==> src/adc_ctrl_pkg.sv <==
package adc_ctrl_pkg;

   // -------------------------------------------------------------
   // register map (byte addresses)
   // -------------------------------------------------------------
   localparam logic [11:0] CTRL_ADDR    = 12'h000;
   localparam logic [11:0] STATUS_ADDR  = 12'h004;
   localparam logic [11:0] RESULT_ADDR  = 12'h008;
   localparam logic [11:0] BUF_BASE     = 12'h040;
   localparam int          BUF_DEPTH    = 16;
   localparam int          BUF_AW       = 4;

   // control field positions
   localparam int CTRL_PWR    = 0;
   localparam int CTRL_RC     = 1;
   localparam int CTRL_SIDL   = 2;
   localparam int CTRL_IE     = 3;
   localparam int CTRL_FORM_L = 4;
   localparam int CTRL_START  = 8;
   localparam logic [31:0] CTRL_RST = 32'h0000_0000;

   // timing
   localparam int CLK_HZ        = 20_000_000;
   localparam int INSTR_NS      = 50;
   localparam int INSTR_CYC     = (INSTR_NS * (CLK_HZ / 1_000_000) + 999) / 1000;
   localparam int CONVERSION_ACTIVE_CYC      = 14;
   localparam logic [1:0] RESP_OKAY   = 2'b00;
   localparam logic [1:0] RESP_SLVERR = 2'b10;

   // format codes
   typedef enum logic [1:0] {
      FMT_UINT  = 2'b00,
      FMT_SINT  = 2'b01,
      FMT_FRAC  = 2'b10,
      FMT_SFRAC = 2'b11
   } fmt_t;

   typedef enum logic [1:0] {
      CV_IDLE  = 2'b00,
      CV_DELAY = 2'b01,
      CV_RUN   = 2'b10
   } conversion_active_st_t;

   // control word as held by the block
   typedef struct packed {
      logic       pwr;
      logic       rc_sel;
      logic       sidl;
      logic       ie;
      fmt_t       form;
   } ctrl_t;

   // analog core handshake
   typedef struct packed {
      logic        done;
      logic [11:0] data;
   } core_res_t;

endpackage : adc_ctrl_pkg

==> src/adc_power_sleep_format_ctrl.sv <==
`timescale 1ns/1ps
`default_nettype none
module adc_power_sleep_format_ctrl
   import adc_ctrl_pkg::*;
(
   input  wire logic        clk_i,
   input  wire logic        rstn_i,
   // axi4-lite slave
   input  wire logic [11:0] s_awaddr_i,
   input  wire logic        s_awvalid_i,
   output logic             s_awready_o,
   input  wire logic [31:0] s_wdata_i,
   input  wire logic [3:0]  s_wstrb_i,
   input  wire logic        s_wvalid_i,
   output logic             s_wready_o,
   output logic [1:0]       s_bresp_o,
   output logic             s_bvalid_o,
   input  wire logic        s_bready_i,
   input  wire logic [11:0] s_araddr_i,
   input  wire logic        s_arvalid_i,
   output logic             s_arready_o,
   output logic [31:0]      s_rdata_o,
   output logic [1:0]       s_rresp_o,
   output logic             s_rvalid_o,
   input  wire logic        s_rready_i,
   // system power state
   input  wire logic        sleep_i,
   input  wire logic        idle_i,
   // analog core
   input  wire logic        core_done_i,
   input  wire logic [11:0] core_data_i,
   output logic             core_clk_en_o,
   output logic             core_power_o,
   output logic             core_start_o,
   output logic             core_abort_o,
   // system side
   output logic             conversion_active_irq_o,
   output logic             wake_o,
   output logic             conversion_active_o
);

   // -------------------------------------------------------------
   // state
   // -------------------------------------------------------------
   typedef struct packed {
      ctrl_t       ctrl;
      conversion_active_st_t    st;
      logic [3:0]  dly;
      logic        sleep_off;
      logic        conversion_active_in_sleep;
      logic [BUF_AW-1:0] wptr;
      logic [11:0] last;
      logic        awr;
      logic        wr;
      logic        bvalid;
      logic [1:0]  bresp;
      logic        arr;
      logic        rvalid;
      logic [31:0] rdata;
      logic [1:0]  rresp;
      logic        clk_en;
      logic        start;
      logic        abort;
      logic        irq;
      logic        wake;
      logic        go;
      logic        pwr_o;
      logic        active;
   } state_t;

   state_t r_r;
   state_t r_nxt;

   // buffer survives reset, kept out of the reset state
   logic [11:0] result_buffer [BUF_DEPTH];
   logic        buf_we;

   // synchronised external inputs
   logic [1:0] sleep_s_r;
   logic [1:0] idle_s_r;
   logic [1:0] done_s_r;
   logic       done_d_r;
   logic [11:0] data_s1_r;
   logic [11:0] data_s2_r;

   // format a stored result into the low 16 bits of the 32-bit read data
   function automatic logic [15:0] fmt_word(input fmt_t f, input logic [11:0] d);
      logic [15:0] w;
      w = 16'h0000;
      case (f)
         FMT_UINT:  w = {4'h0, d};
         FMT_SINT:  w = {{4{d[11]}}, d};
         default:   w = {d, 4'h0};
      endcase
      return w;
   endfunction

   // -------------------------------------------------------------
   // input synchronisers
   // -------------------------------------------------------------
   // core and power state arrive from other domains; two stages each
   always_ff @(posedge clk_i) begin
      sleep_s_r <= {sleep_s_r[0], sleep_i};
      idle_s_r  <= {idle_s_r[0], idle_i};
      done_s_r  <= {done_s_r[0], core_done_i};
      done_d_r  <= done_s_r[1];
      data_s1_r <= core_data_i;
      data_s2_r <= data_s1_r;
   end

   logic sleep_w;
   logic idle_w;
   logic done_w;
   assign sleep_w = sleep_s_r[1];
   assign idle_w  = idle_s_r[1];
   assign done_w  = done_s_r[1] & ~done_d_r;

   // -------------------------------------------------------------
   // next state
   // -------------------------------------------------------------
   always_comb begin
      logic        run_ok;
      logic        aw_go;
      logic [11:0] rd_addr;
      logic        start_req;
      run_ok    = 1'b0;
      r_nxt     = r_r;
      buf_we    = 1'b0;
      start_req = 1'b0;
      aw_go     = 1'b0;
      rd_addr   = s_araddr_i;
      r_nxt.start = 1'b0;
      r_nxt.abort = 1'b0;
      r_nxt.irq   = 1'b0;
      r_nxt.wake  = 1'b0;

      // ---- write channel: address and data in either order
      if (s_awvalid_i && !r_r.awr && !r_r.bvalid) begin
         r_nxt.awr = 1'b1;
      end
      if (s_wvalid_i && !r_r.wr && !r_r.bvalid) begin
         r_nxt.wr = 1'b1;
      end
      // awready and wready are one flop, high for the single cycle in which
      // both halves are held; address and data are taken at that edge
      aw_go = r_r.go;
      if (aw_go) begin
         r_nxt.awr    = 1'b0;
         r_nxt.wr     = 1'b0;
         r_nxt.bvalid = 1'b1;
         r_nxt.bresp  = RESP_OKAY;
         if (s_awaddr_i == CTRL_ADDR) begin
            // registers hold value through sleep; only writes change them
            if (s_wstrb_i[0]) begin
               r_nxt.ctrl.pwr    = s_wdata_i[CTRL_PWR];
               r_nxt.ctrl.rc_sel = s_wdata_i[CTRL_RC];
               r_nxt.ctrl.sidl   = s_wdata_i[CTRL_SIDL];
               r_nxt.ctrl.ie     = s_wdata_i[CTRL_IE];
               r_nxt.ctrl.form   = fmt_t'(s_wdata_i[CTRL_FORM_L +: 2]);
               if (s_wdata_i[CTRL_PWR]) begin
                  r_nxt.sleep_off = 1'b0;
               end
            end
            if (s_wstrb_i[1] && s_wdata_i[CTRL_START]) begin
               start_req = 1'b1;
            end
         end else if (s_awaddr_i != STATUS_ADDR && s_awaddr_i != RESULT_ADDR) begin
            r_nxt.bresp = RESP_SLVERR;
         end
      end
      if (r_r.bvalid && s_bready_i) begin
         r_nxt.bvalid = 1'b0;
      end

      // ---- read channel
      if (s_arvalid_i && !r_r.rvalid) begin
         r_nxt.rvalid = 1'b1;
         r_nxt.rresp  = RESP_OKAY;
         r_nxt.rdata  = 32'h0000_0000;
         if (rd_addr == CTRL_ADDR) begin
            r_nxt.rdata[CTRL_PWR]  = r_r.ctrl.pwr;
            r_nxt.rdata[CTRL_RC]   = r_r.ctrl.rc_sel;
            r_nxt.rdata[CTRL_SIDL] = r_r.ctrl.sidl;
            r_nxt.rdata[CTRL_IE]   = r_r.ctrl.ie;
            r_nxt.rdata[CTRL_FORM_L +: 2] = r_r.ctrl.form;
         end else if (rd_addr == STATUS_ADDR) begin
            r_nxt.rdata[0] = (r_r.st != CV_IDLE);
            r_nxt.rdata[1] = r_r.sleep_off;
            r_nxt.rdata[2 +: BUF_AW] = r_r.wptr;
         end else if (rd_addr == RESULT_ADDR) begin
            r_nxt.rdata[15:0] = fmt_word(r_r.ctrl.form, r_r.last);
         end else if (rd_addr >= BUF_BASE && rd_addr < BUF_BASE + 12'(4*BUF_DEPTH)
                      && rd_addr[1:0] == 2'b00) begin
            r_nxt.rdata[15:0] = fmt_word(r_r.ctrl.form,
                                         result_buffer[rd_addr[2 +: BUF_AW]]);
         end else begin
            r_nxt.rresp = RESP_SLVERR;
         end
      end
      if (r_r.rvalid && s_rready_i) begin
         r_nxt.rvalid = 1'b0;
      end

      // ---- converter clocking
      // clocks run when powered, not in sleep unless rc, not halted by idle
      run_ok = r_r.ctrl.pwr && !r_r.sleep_off
               && (!sleep_w || r_r.ctrl.rc_sel)
               && !(idle_w && r_r.ctrl.sidl);
      r_nxt.clk_en = run_ok;

      // ---- conversion sequencer
      case (r_r.st)
         CV_IDLE: begin
            // software must allow core settling after power-up before this
            if (start_req && run_ok) begin
               // the start bit may share its word with the clock choice
               if (r_nxt.ctrl.rc_sel) begin
                  r_nxt.st  = CV_DELAY;
                  r_nxt.dly = 4'(INSTR_CYC);
               end else begin
                  r_nxt.st    = CV_RUN;
                  r_nxt.start = 1'b1;
               end
               r_nxt.conversion_active_in_sleep = 1'b0;
            end
         end
         CV_DELAY: begin
            if (!run_ok) begin
               r_nxt.st    = CV_IDLE;
               r_nxt.abort = 1'b1;
            end else if (r_r.dly <= 4'h1) begin
               r_nxt.st    = CV_RUN;
               r_nxt.start = 1'b1;
            end else begin
               r_nxt.dly = r_r.dly - 4'h1;
            end
         end
         CV_RUN: begin
            if (sleep_w) begin
               r_nxt.conversion_active_in_sleep = 1'b1;
            end
            if (!run_ok) begin
               // partial conversions are dropped, never resumed
               r_nxt.st    = CV_IDLE;
               r_nxt.abort = 1'b1;
            end else if (done_w) begin
               r_nxt.st   = CV_IDLE;
               buf_we     = 1'b1;
               r_nxt.last = data_s2_r;
               r_nxt.wptr = r_r.wptr + 1'b1;
               r_nxt.irq  = 1'b1;
               if (sleep_w || r_r.conversion_active_in_sleep) begin
                  if (r_r.ctrl.ie) begin
                     r_nxt.wake = 1'b1;
                  end else begin
                     r_nxt.sleep_off = 1'b1;
                  end
               end
            end
         end
         default: begin
            r_nxt.st = CV_IDLE;
         end
      endcase

      // powering down always aborts any running conversion
      if (!r_r.ctrl.pwr && r_r.st != CV_IDLE) begin
         r_nxt.st    = CV_IDLE;
         r_nxt.abort = 1'b1;
      end
      // registered copies so that every port comes straight from a flop;
      // each follows the next state, so none of these four lags what it reports; clk_en is formed from the current state and trails by a cycle
      r_nxt.go     = r_nxt.awr & r_nxt.wr;
      r_nxt.arr    = ~r_nxt.rvalid;
      r_nxt.pwr_o  = r_nxt.ctrl.pwr & ~r_nxt.sleep_off;
      r_nxt.active = (r_nxt.st != CV_IDLE);
   end

   // -------------------------------------------------------------
   // registers
   // -------------------------------------------------------------
   // reset returns control to off and drops any sequence
   always_ff @(posedge clk_i) begin
      if (!rstn_i) begin
         r_r.ctrl          <= '{pwr: 1'b0, rc_sel: 1'b0, sidl: 1'b0, ie: 1'b0, form: FMT_UINT};
         r_r.st            <= CV_IDLE;
         r_r.dly           <= 4'h0;
         r_r.sleep_off     <= 1'b0;
         r_r.conversion_active_in_sleep <= 1'b0;
         r_r.wptr          <= '0;
         r_r.last          <= 12'h000;
         r_r.awr           <= 1'b0;
         r_r.wr            <= 1'b0;
         r_r.bvalid        <= 1'b0;
         r_r.bresp         <= RESP_OKAY;
         // arready sits high out of reset, no read answer is pending
         r_r.arr           <= 1'b1;
         r_r.rvalid        <= 1'b0;
         r_r.rdata         <= 32'h0000_0000;
         r_r.rresp         <= RESP_OKAY;
         r_r.clk_en        <= 1'b0;
         r_r.start         <= 1'b0;
         r_r.abort         <= 1'b1;
         r_r.irq           <= 1'b0;
         r_r.wake          <= 1'b0;
         r_r.go            <= 1'b0;
         r_r.pwr_o         <= 1'b0;
         r_r.active        <= 1'b0;
      end else begin
         r_r <= r_nxt;
      end
   end

   // buffer has no reset so its words persist across device reset
   always_ff @(posedge clk_i) begin
      if (buf_we) begin
         result_buffer[r_r.wptr] <= data_s2_r;
      end
   end

   // -------------------------------------------------------------
   // outputs
   // -------------------------------------------------------------
   // every port is a flop of the state record
   assign s_awready_o         = r_r.go;
   assign s_wready_o          = r_r.go;
   assign s_bvalid_o          = r_r.bvalid;
   assign s_bresp_o           = r_r.bresp;
   assign s_arready_o         = r_r.arr;
   assign s_rvalid_o          = r_r.rvalid;
   assign s_rdata_o           = r_r.rdata;
   assign s_rresp_o           = r_r.rresp;
   assign core_clk_en_o       = r_r.clk_en;
   assign core_power_o        = r_r.pwr_o;
   assign core_start_o        = r_r.start;
   assign core_abort_o        = r_r.abort;
   assign conversion_active_irq_o          = r_r.irq;
   assign wake_o              = r_r.wake;
   assign conversion_active_o = r_r.active;

endmodule : adc_power_sleep_format_ctrl
`default_nettype wire
==> config.mk <==
export PLATFORM = sky130hd
export DESIGN_NAME = adc_power_sleep_format_ctrl
export DESIGN_NICKNAME = d
export VERILOG_FILES = /design/src/adc_ctrl_pkg.sv /design/src/adc_power_sleep_format_ctrl.sv
export SDC_FILE = /design/constraint.sdc
export NUM_CORES = 1
export LEC_CHECK = 0
export ABC_AREA = 1
export BUFFER_PORTS_ARGS = -buffer_cell sky130_fd_sc_hd__buf_2
export CAP_MARGIN = 5
export CORE_AREA = 2 2 152 154
export DETAILED_ROUTE_END_ITERATION = 8
export DIE_AREA = 0 0 154 156
export GPL_TIMING_DRIVEN = 0
export PLACE_DENSITY = 0.75
export SYNTH_ARGS = -nofsm -noshare
export SYNTH_HDL_FRONTEND = slang
export SYNTH_SLANG_ARGS = --single-unit
==> constraint.sdc <==
create_clock -name clk_i -period 2.04 [get_ports clk_i]
set_input_delay 0.102 -clock clk_i [delete_from_list [all_inputs] [get_ports clk_i]]
set_output_delay 0.102 -clock clk_i [all_outputs]
set_load 0.005 [all_outputs]
==> results of run 1 <==
## logic make-up (layout without fill, tap and decap cells)
kind of cell | Yosys count | count (layout) | share of synthesized area, %
and+or+nand+nor | 603 | 603 | 21.35
DFF | 284 | 284 | 64.94
buffers and inverters | 175 | 378 | 7.092
AOI/OAI and AO/OA | 123 | 123 | 5.372
adders and majority gates | 10 | 10 | 1.068
xor gates and xnor gates | 2 | 2 | 0.1496
other | 1 | 18 | 0.03201
## placed cells by master, fill, tap and decap left out, drive strengths merged, types with 55 or more instances in the layout
cell / Yosys / layout
a21oi: 60 / 60
buf: 62 / 174
clkbuf: 21 / 70
dfxtp: 92 / 92
edfxtp: 192 / 192
inv: 91 / 91
nand2: 305 / 305
nand3: 111 / 111
nor2: 156 / 156
o21ai: 55 / 55
## worst max-delay path: cells and delay by family (launching register included)
family                   cells  cell delay (ns)
adder cells (fa/ha/maj)      1             0.18
AND/OR/NAND/NOR              4             0.70
buffers and inverters        4             0.53
flip-flops                   1             0.34
## state kept, by name (all words and copies together) (netlist names)
signal                   count
core_abort_o                 1
core_power_o                 1
s_rresp_o                    1
data_s1_r                   12
s_bresp_o                    1
s_bvalid_o                   1
result_buffer              192
done_d_r                     1
r_r                         32
data_s2_r                   12
conversion_active_irq_o      1
s_rdata_o                   16
wake_o                       1
s_rvalid_o                   1
s_awready_o                  1
core_start_o                 1
sleep_s_r                    2
idle_s_r                     2
s_arready_o                  1
conversion_active_o          1
done_s_r                     2
core_clk_en_o                1
## power groups by stage
stage	Sequential [W]	Combinational [W]	Clock, W
after global placement	0.00639	0.000585	0
after CTS	0.00627	0.000646	0.00521
after global routing	0.00628	0.000723	0.00546
after detailed placement	0.00639	0.000596	0
after floorplan	0.00635	0.000351	0
final	0.00627	0.000676	0.00520
## stage by stage
stage               setup WS, ns  power (W)
floorplan                0.05367   0.006701
global placement         -0.8464   0.006971
detailed placement       -0.6770   0.006985
global route            -0.04631    0.01246
finish                -0.0001075    0.01214
CTS                     -0.04387    0.01213
## layer usage
layer,global-route usage [%],vias up,wire (microns),part of all wire (%)
met3,5.250,157,3862,11
met2,44.35,656,15470,45
li1,-,4331,-,-
met5,0,-,0,0
met1,35.75,4415,12800,37
met4,14.42,0,2018,5.9
## layout make-up
class	instances	area (sq um)	share of cell area [%]
sequential	284	7611	52.83
multi-input combinational	756	3512	24.38
timing repair buffer	147	1142	7.930
clock buffer	48	875.8	6.080
buffer	82	483.0	3.352
tap	285	356.6	2.475
inverter	92	349.1	2.423
clock inverter	8	68.82	0.4777
timing repair inverter	1	7.507	0.05211
## timing repair
action / in CTS / in global routing
gates cloned: 0 / 2
setup endpoints to repair: 194 / 212
endpoints found under the hold margin: 33 / 0
pin swaps: 15 / 3
hold buffers: 33 / 0
setup buffers: 18 / 5
resized for setup: 30 / 20
## final timing paths
check | startpoint | end | cells past startpoint
max | r_r[71]$_SDFF_PN0_ | result_buffer[12][9]$_DFFE_PP_ | 9
min | s_arvalid_i | s_rdata_o[15]$_SDFFE_PN0P_ | 4
max reg2reg | r_r[71]$_SDFF_PN0_ | result_buffer[12][9]$_DFFE_PP_ | 9
min reg2reg | data_s1_r[6]$_DFF_P_ | data_s2_r[6]$_DFF_P_ | 0
==> results.md, run 1 <==
* GRT Residual Overflow at 0
* Status: finished, violations left
* HP Class: in -> reg
* Slew Viols, Final at 0
* Placed instance area at 0.01265 sq mm
* Final setup fails at 2
* Setup ws final at -0.0001075 ns
* IO Port Bufs at 83
* Number of global-route vias before repair at 8836
* Critical-path top delay cell: dfxtp_2
* # diodes at 0
* Bufs on Longest Clock Path at 3
* Dpl cells at 1590
* Clk pin slew, worst setup/hold paths at 0.06 ns
* Hold_ws at 0.03721 ns
* CTS root buffer: clkbuf_16
* Final Hold Fails at 0
* Total negative slack at -0.0001803 ns
* Post-synth EDFFs at 192
* VDD IR-drop max at 0.0005130 V
* Max_slew headroom at 48.14%
* Syn. warnings at 0
* Leading cell types by count after synthesis: 305 x nand2_1, 192 x edfxtp_1, 153 x nor2_1
* Cell variety after synth at 31
* Initial antenna violation count at 0
* DR iter-0 viols at 1121
* Slew @ Worst Pin at 0.7778 ns
* Final Core Density at 64.41%
* Clock sink total at 284
* Cell-internal power at 0.009479 W
* Sequential share of power at 51.6%
* Crit Path Class: reg -> reg
* Vias per cell at 5.613
* Finished Layout Cells at 1703
* Power per standard cell area at 842.8 mW/mm^2
* Logic pwr share at 5.6%
* Clock power frac at 42.8%
* IO Pins at 130
* Fillers at 1667
* Area added between synthesis and finish at 22.97%
* Drt wl/cell at 20.05 microns
* Most used DFF post-synth: edfxtp_1
* CTS tree: yes
* Total clock buffers created by CTS at 30
* Site row count at 55
* Worst Setup End Kind: register
* Final setup skew at 0.02084 ns
* Yosys top cell area share at 49.21%
* DR vias at 9559
* Tcrit/Tclk final at 100.0%
* Gate Count Post-Synth at 1198
* Critical Path AT at 2.31 ns
* Sw power at 0.002662 W
* Flops & latches, synth at 284
* Post-synth ARST share at 0%
* RePlAce Congestion at 0.9108
* Worst path max stage delay at 0.34 ns
* Synthesized area at 0.01171 sq mm
* Mean area per synthesized cell at 9.779 sq um
* Crit path required time at 2.31 ns
* Kind of start point of the critical path: register
* DRC Markers at 0
* Largest net degree at the start of global routing at 18
* Nets at 1486
* Lkg Pwr at 5.919 nW
* Sequential share of the synthesized area at 64.94%
* CP Max Fanout at 5
* Design Area, Final at 0.01441 sq mm
* Die area at 0.02402 sq mm
* Fmax at 490.2 MHz
* Reg2Reg Setup Slack at -0.0001 ns
* Starting Density at 52.38%
* Largest cells by area after synthesis: edfxtp_1 49%, dfxtp_1 16%, nand2_1 9.8%
* Max-Cap Viols at 0
* Dpl hpwl at 20780 microns
* Clk_lat worst skew at 0.56 ns
* CP Cell Sequence: inv_2 -> ha_2 -> inv_1 -> nor3_2 -> nand2_2 -> clkinvlp_4 -> nand2_4 -> nor2_4 -> clkbuf_16
* Synth area leader: edfxtp_1
* WL final at 34150 microns
* H-tree Lvls at 1
* Count leader, synth: nand2_1
* First-pass GRT wire length at 49850 microns
* Placeable Area at 0.02237 sq mm
* TritonRoute pass-1 iters at 8
* Failing checks: setup timing
* Layout cell share with drive strength beyond 1 at 18.41%
* Final ANT Viol Nets at 0
* Die X at 154 microns
* Post-layout min period at 2.040 ns
* Net Sw Frac at 21.93%
* All-Layer GR Usage at 27.54%
* Die height at 156 microns
Power figures use the tool's default switching activity.
==> run 2, diff against run 1 <==
Settings changed: PLACE_DENSITY 0.75 to 0.73.
Clock period 2.04 ns to 2.1 ns, I/O delays scaled along.
==> run 2 against run 1 <==
Against the previous run: critical endpoint is now result_buffer[1][5]$_DFFE_PP_; first-iteration DRC count is 1.1% higher; count of clock-buffer cells in the layout down 10; clock skew fell by 0.0069 ns; largest cell class unchanged; fmax is 3.9% lower; the flow still finishes with violations (setup timing); routed wire length down 3.9%; via count decreased by 3.8%; critical path type unchanged; non-clock buffer count decreased by 8; clock power down 4.2%; final area fell by 0.62%; critical path depth is the same; register-to-register slack worse by 0.02 ns; flip-flop and latch count did not move.
==> results.md, run 2 (synthesized netlist as in run 1, its figures left out) <==
* Kind of start point of the critical path: register
* Net Sw Frac at 22.16% (+0.23 points)
* Cell-internal power at 0.009112 W (-3.9%)
* Die area at 0.02402 sq mm (unchanged)
* Crit path required time at 2.36 ns (+0.05 ns)
* Hold_ws at 0.02531 ns (-0.01190 ns)
* DR vias at 9196 (-3.8%)
* Final Power at 0.01171 W (-3.6%)
* Total negative slack at -0.5788 ns (-0.5786 ns)
* Most common cell after layout, fill and taps aside: nand2_1
* Finished Layout Cells at 1691 (-0.70%)
* Dpl cells at 1589 (-0.063%)
* Starting Density at 52.38% (unchanged)
* RePlAce Congestion at 0.9129 (+0.23%)
* Dpl hpwl at 20540 microns (-1.2%)
* Crit Path Class: reg -> reg
* GRT Residual Overflow at 0 (unchanged)
* Final setup fails at 63 (+61)
* Initial antenna violation count at 0 (unchanged)
* Lkg Pwr at 5.847 nW (-1.2%)
* Max reg flops at 192 (unchanged)
* Final Core Density at 64.02% (-0.40 points)
* CTS root buffer: clkbuf_16
* Critical Path AT at 2.38 ns (+0.07 ns)
* Clk_lat worst skew at 0.55 ns (about the same)
* First-pass GRT wire length at 49820 microns (about the same)
* Worst Setup End Kind: register
* H-tree Lvls at 1 (unchanged)
* CP Max Fanout at 7 (+2)
* Drt wl/cell at 19.41 microns (-3.2%)
* Number of global-route vias before repair at 8936 (+1.1%)
* Status: finished, violations left
* TritonRoute pass-1 iters at 6 (-2)
* Layout cell share with drive strength beyond 1 at 17.35% (-1.1 points)
* Site row count at 55 (unchanged)
* IO Pins at 130 (unchanged)
* Placeable Area at 0.02237 sq mm (unchanged)
* Logic pwr share at 5.5% (about the same)
* # diodes at 0 (unchanged)
* Die height at 156 microns (unchanged)
* Total clock buffers created by CTS at 29 (-3.3%)
* DRC Markers at 0 (unchanged)
* HP Class: in -> reg
* Final setup skew at 0.01391 ns (-0.006930 ns)
* Clk pin slew, worst setup/hold paths at 0.06 ns (about the same)
* Clock power frac at 42.6% (-0.2 points)
* Tcrit/Tclk final at 101.0% (+1.0 points)
* Max_slew headroom at 45.44% (-2.7 points)
* Unrepaired setup endpoints after global routing: true
* Power per standard cell area at 817.6 mW/mm^2 (-3.0%)
* Slew @ Worst Pin at 0.8183 ns (+0.04050 ns)
* Vias per cell at 5.438 (-3.1%)
* Failing checks: setup timing
* WL final at 32820 microns (-3.9%)
* Setup ws final at -0.02189 ns (-0.02178 ns)
* VDD IR-drop max at 0.0005082 V (-0.94%)
* IO Port Bufs at 83 (unchanged)
* DR iter-0 viols at 1133 (+1.1%)
* Sw power at 0.002594 W (-2.6%)
* Clock sink total at 284 (unchanged)
* Largest net degree at the start of global routing at 18 (unchanged)
* Final ANT Viol Nets at 0 (unchanged)
* Most flops, register: result_buffer
* Nets at 1476 (-0.67%)
* Commonest non-fill, non-tap cells in the layout: 301 x nand2_1, 192 x edfxtp_1, 137 x nor2_1
* CTS tree: yes
* Die X at 154 microns (unchanged)
* Sequential share of power at 52.0% (+0.4 points)
* Slew Viols, Final at 0 (unchanged)
* Fmax at 471.3 MHz (-3.9%)
* Final Hold Fails at 0 (unchanged)
* Bufs on Longest Clock Path at 3 (unchanged)
* Post-layout min period at 2.122 ns (+0.08178 ns)
* All-Layer GR Usage at 27.30% (-0.24 points)
* Area added between synthesis and finish at 22.22%
* Max-Cap Viols at 0 (unchanged)
## run 2: power by group through the flow
stage / Sequential, W / Combinational (W) / Clock [W]
after floorplan: 0.00617 / 0.000341 / 0
after global placement: 0.00620 / 0.000564 / 0
after detailed placement: 0.00621 / 0.000575 / 0
after CTS: 0.00609 / 0.000623 / 0.00502
after global routing: 0.00609 / 0.000697 / 0.00524
final: 0.00609 / 0.000638 / 0.00498
## run 2: per-layer routing
metal  GRT usage [%]  wire (microns)  vias to the layer above
met2           44.46           15190                      564
li1                -               -                     4310
met1           36.54           12830                     4213
met4           11.44            1414                        0
met5               0               0                        -
met3           4.694            3377                      109
## run 2: metrics by stage
step / setup WS (ns) / instance area, sq um
finish: -0.02189 / 14320
global route: -0.1136 / 14320
CTS: -0.003008 / 14240
detailed placement: -0.7084 / 12630
global placement: -0.8635 / 12550
floorplan: 0.1137 / 11780
## run 2: area by class of cell
type | count | area [sq um]
Timing Repair Buffer | 139 | 1125
Buffer | 82 | 484.2
Sequential cell | 284 | 7607
Multi-Input combinational cell | 756 | 3485
Tap cell | 285 | 356.6
Clock inverter | 15 | 121.4
Fill cell | 1745 | 8048
Clock buffer | 38 | 789.5
Inverter | 92 | 349.1
## run 2: final timing paths
kind / start / endpoint / slack, ns / depth (start not counted)
hold / removal: s_wstrb_i[0] / r_r[73]$_SDFFE_PN0P_ / 0.03 / 4
setup / recovery: r_r[71]$_SDFF_PN0_ / result_buffer[1][5]$_DFFE_PP_ / -0.02 / 9
hold reg to reg: data_s1_r[3]$_DFF_P_ / data_s2_r[3]$_DFF_P_ / 0.32 / 0
setup reg to reg: r_r[71]$_SDFF_PN0_ / result_buffer[1][5]$_DFFE_PP_ / -0.02 / 9
## run 2: worst max-delay path, cell delays in order, from the launching register on
cell and delay [ns]:
dfxtp_1 0.34, inv_1 0.09, ha_1 0.19, inv_1 0.06, nor3_1 0.22, nand2_1 0.15
clkinvlp_4 0.21, nand2_2 0.20, nor2_4 0.21, buf_12 0.16
## run 2: timing repair
item,4_1_cts,5_1_grt
hold endpoints to repair,32,0
pin swaps,13,4
endpoints found under the setup margin,181,188
buffers inserted,15,5
resized for setup,29,12
hold buffers,30,0
==> run 3, diff against run 2 <==
Settings changed: CORE_AREA 2 2 152 154 to 2 2 186 188, CTS_BUF_LIST set to sky130_fd_sc_hd__clkbuf_4 sky130_fd_sc_hd__clkbuf_8, DIE_AREA 0 0 154 156 to 0 0 188 190, PLACE_DENSITY 0.73 to not set.
==> run 3 against run 2 <==
Against the previous run: count of clock-buffer cells in the layout rose by 30; combinational power rose by 1%; critical endpoint is now result_buffer[14][5]$_DFFE_PP_; clock skew rose by 0.010 ns; the flow now finishes without violations; power fell by 1.5%; register-to-register slack improved by 0.07 ns; largest power group unchanged; flip-flop and latch count did not move; fmax rose by 3.3%; critical path depth did not move; first-iteration DRC count fell by 12%.
==> results.md, run 3 (synthesized netlist as in run 1, its figures left out) <==
* Die X at 188 microns (+22%)
* Number of global-route vias before repair at 8715 (-2.5%)
* Met3 usage at 3.062% (-1.6 points)
* Commonest non-fill, non-tap cells in the layout: 300 x nand2_1, 192 x edfxtp_1, 137 x nor2_1
* Placeable Area at 0.03395 sq mm (+52%)
* Clk pin slew, worst setup/hold paths at 0.06 ns (about the same)
* Grt met2 use at 31.85% (-13 points)
* Initial antenna violation count at 0 (unchanged)
* WL final at 33940 microns (+3.4%)
* Logic pwr share at 5.6% (about the same)
* Final setup fails at 0 (-100%)
* Post-layout min period at 2.055 ns (-0.06701 ns)
* CP bufs+invs at 4 (unchanged)
* H-tree Lvls at 2 (+1)
* Crit path launch: r_r[71]$_SDFF_PN0_
* Final ANT Viol Nets at 0 (unchanged)
* DRC Markers at 0 (unchanged)
* Bufs on Longest Clock Path at 3 (unchanged)
* DR vias at 9212 (+0.17%)
* RePlAce Congestion at 0.8813 (-3.5%)
* Max reg flops at 192 (unchanged)
* Most used cell, CP: inv_1
* Crit Path Class: reg -> reg
* VDD IR-drop max at 0.0004666 V (-8.2%)
* Most flops, register: result_buffer
* Busiest grt layer: met2
* Dpl cells at 1762 (+11%)
* Max_slew headroom at 44.59% (-0.85 points)
* Worst path max stage delay at 0.33 ns (about the same)
* Drt wl/cell at 17.85 microns (-8.0%)
* Final Hold Fails at 0 (unchanged)
* Starting Density at 34.51% (-18 points)
* Critical-path top delay cell: dfxtp_1
* Site row count at 68 (+24%)
* Crit path required time at 2.37 ns (about the same)
* Die area at 0.03572 sq mm (+49%)
* CTS root buffer: clkbuf_8
* Kind of start point of the critical path: register
* TritonRoute pass-1 iters at 6 (unchanged)
* CP Cell Sequence: inv_1 -> ha_2 -> inv_1 -> nor3_2 -> nand2_1 -> clkinvlp_4 -> nand2_4 -> nor2_4 -> buf_4
* Setup ws final at 0.04512 ns (+0.06701 ns)
* Status: finished, final reports clean
* Area added between synthesis and finish at 24.81%
* Power per standard cell area at 788.8 mW/mm^2 (-3.5%)
* Hold path start: s_arvalid_i
* IO Port Bufs at 83 (unchanged)
* Critical Path AT at 2.32 ns (-0.06 ns)
* Slew Viols, Final at 0 (unchanged)
* GRT Residual Overflow at 0 (unchanged)
* Multi-input logic area at 0.003521 sq mm (+1.0%)
* CTS tree: yes
* # diodes at 0 (unchanged)
* Total clock buffers created by CTS at 45 (+55%)
* Fillers at 3280 (+88%)
* Tcrit/Tclk final at 97.85% (-3.2 points)
* Vias per cell at 4.846 (-11%)
* Clock sink total at 284 (unchanged)
* Nets at 1501 (+1.7%)
* Layout cell share with drive strength beyond 1 at 20.19% (+2.8 points)
* Lkg Pwr at 5.979 nW (+2.3%)
* Met1 Usage GRT at 24.03% (-13 points)
* HP Class: in -> reg
* Clk_lat worst skew at 0.58 ns (+0.03 ns)
* Hold_ws at 0.02556 ns (+0.0002528 ns)
* Die height at 190 microns (+22%)
* Dpl hpwl at 22210 microns (+8.1%)
* Final Power at 0.01153 W (-1.5%)
* Fmax at 486.6 MHz (+3.3%)
* IO Pins at 130 (unchanged)
* Total negative slack at 0 ns (+0.5788 ns)
* DR iter-0 viols at 992 (-12%)
* Final setup skew at 0.02407 ns (+0.01017 ns)
* Sw power at 0.002680 W (+3.3%)
* Slew @ Worst Pin at 0.8311 ns (+0.01278 ns)
* Worst Setup End Kind: register
* First-pass GRT wire length at 50750 microns (+1.9%)
* Largest net degree at the start of global routing at 18 (unchanged)
* R2R Path Start: r_r[71]$_SDFF_PN0_
* FF/Latch Area at 0.007609 sq mm (about the same)
* Cell family with most CP delay: buffers and inverters
* CP Max Fanout at 8 (+1)
* Max-Cap Viols at 0 (unchanged)
* Place WS at -0.5897 ns (+0.1187 ns)
* Cell-internal power at 0.008853 W (-2.8%)
* Clock power frac at 41.6% (-1.0 points)
* Finished Layout Cells at 1901 (+12%)
* All-Layer GR Usage at 18.80% (-8.5 points)
* Net Sw Frac at 23.24% (+1.1 points)
* Most common cell after layout, fill and taps aside: nand2_1
* Sequential share of power at 52.8% (+0.8 points)
[run 3: cell types whose count changed in the layout (fill, tap and decap cells not counted), sizes merged]
cell,change
buf,+4
bufinv,-1
clkbuf,+30
clkinv,+1
clkinvlp,-1
dlygate4sd3,+5
inv,+2
[run 3: what timing repair did]
action	CTS	global route
hold endpoints to repair	33	0
buffers inserted	17	4
pin swaps	12	8
gates resized for setup	25	24
hold buffers	35	0
endpoints found under the setup margin	184	204
[run 3: final cells by class]
class / count / area share (%)
sequential: 284 / 52.04
multi-input combinational: 756 / 24.08
timing repair buffer: 148 / 8.001
clock buffer: 68 / 5.545
tap: 455 / 3.894
buffer: 82 / 3.312
inverter: 92 / 2.387
clock inverter: 16 / 0.7445
[run 3: per-layer routing]
layer / vias to the layer above / share of wire [%]
met1: 4336 / 40
met5: - / 0
met4: 0 / 3.4
li1: 4380 / -
met3: 81 / 8.2
met2: 415 / 48
[run 3: power by group through the flow]
stage | Clock [W] | Sequential [W] | Combinational (W)
6_report | 0.00480 | 0.00609 | 0.000647
2_1_floorplan | 0 | 0.00617 | 0.000341
4_1_cts | 0.00487 | 0.00609 | 0.000639
3_5_place_dp | 0 | 0.00621 | 0.000591
5_1_grt | 0.00512 | 0.00610 | 0.000705
3_3_place_gp | 0 | 0.00621 | 0.000586
[run 3: path summary, 6_finish.rpt]
| kind | to | slack [ns] | depth (start not counted) |
|---|---|---|---|
| setup / recovery | result_buffer[14][5]$_DFFE_PP_ | 0.05 | 9 |
| hold / removal | s_rdata_o[2]$_SDFFE_PN0P_ | 0.03 | 4 |
| setup reg to reg | result_buffer[14][5]$_DFFE_PP_ | 0.05 | 9 |
| hold reg to reg | data_s2_r[7]$_DFF_P_ | 0.32 | 0 |
[run 3: per-stage QoR]
step	util [%]	instance area (sq um)
after floorplan	-	11780
after global placement	37.60	12760
after detailed placement	37.96	12890
after CTS	42.75	14510
after global routing	43.07	14620
final	43.07	14620
[run 3: worst register-to-register path, cell delays in order (launching register included)]
cell	delay, ns
dfxtp_1	0.33
inv_1	0.09
ha_2	0.19
inv_1	0.06
nor3_2	0.15
nand2_1	0.12
clkinvlp_4	0.26
nand2_4	0.15
nor2_4	0.19
buf_4	0.21
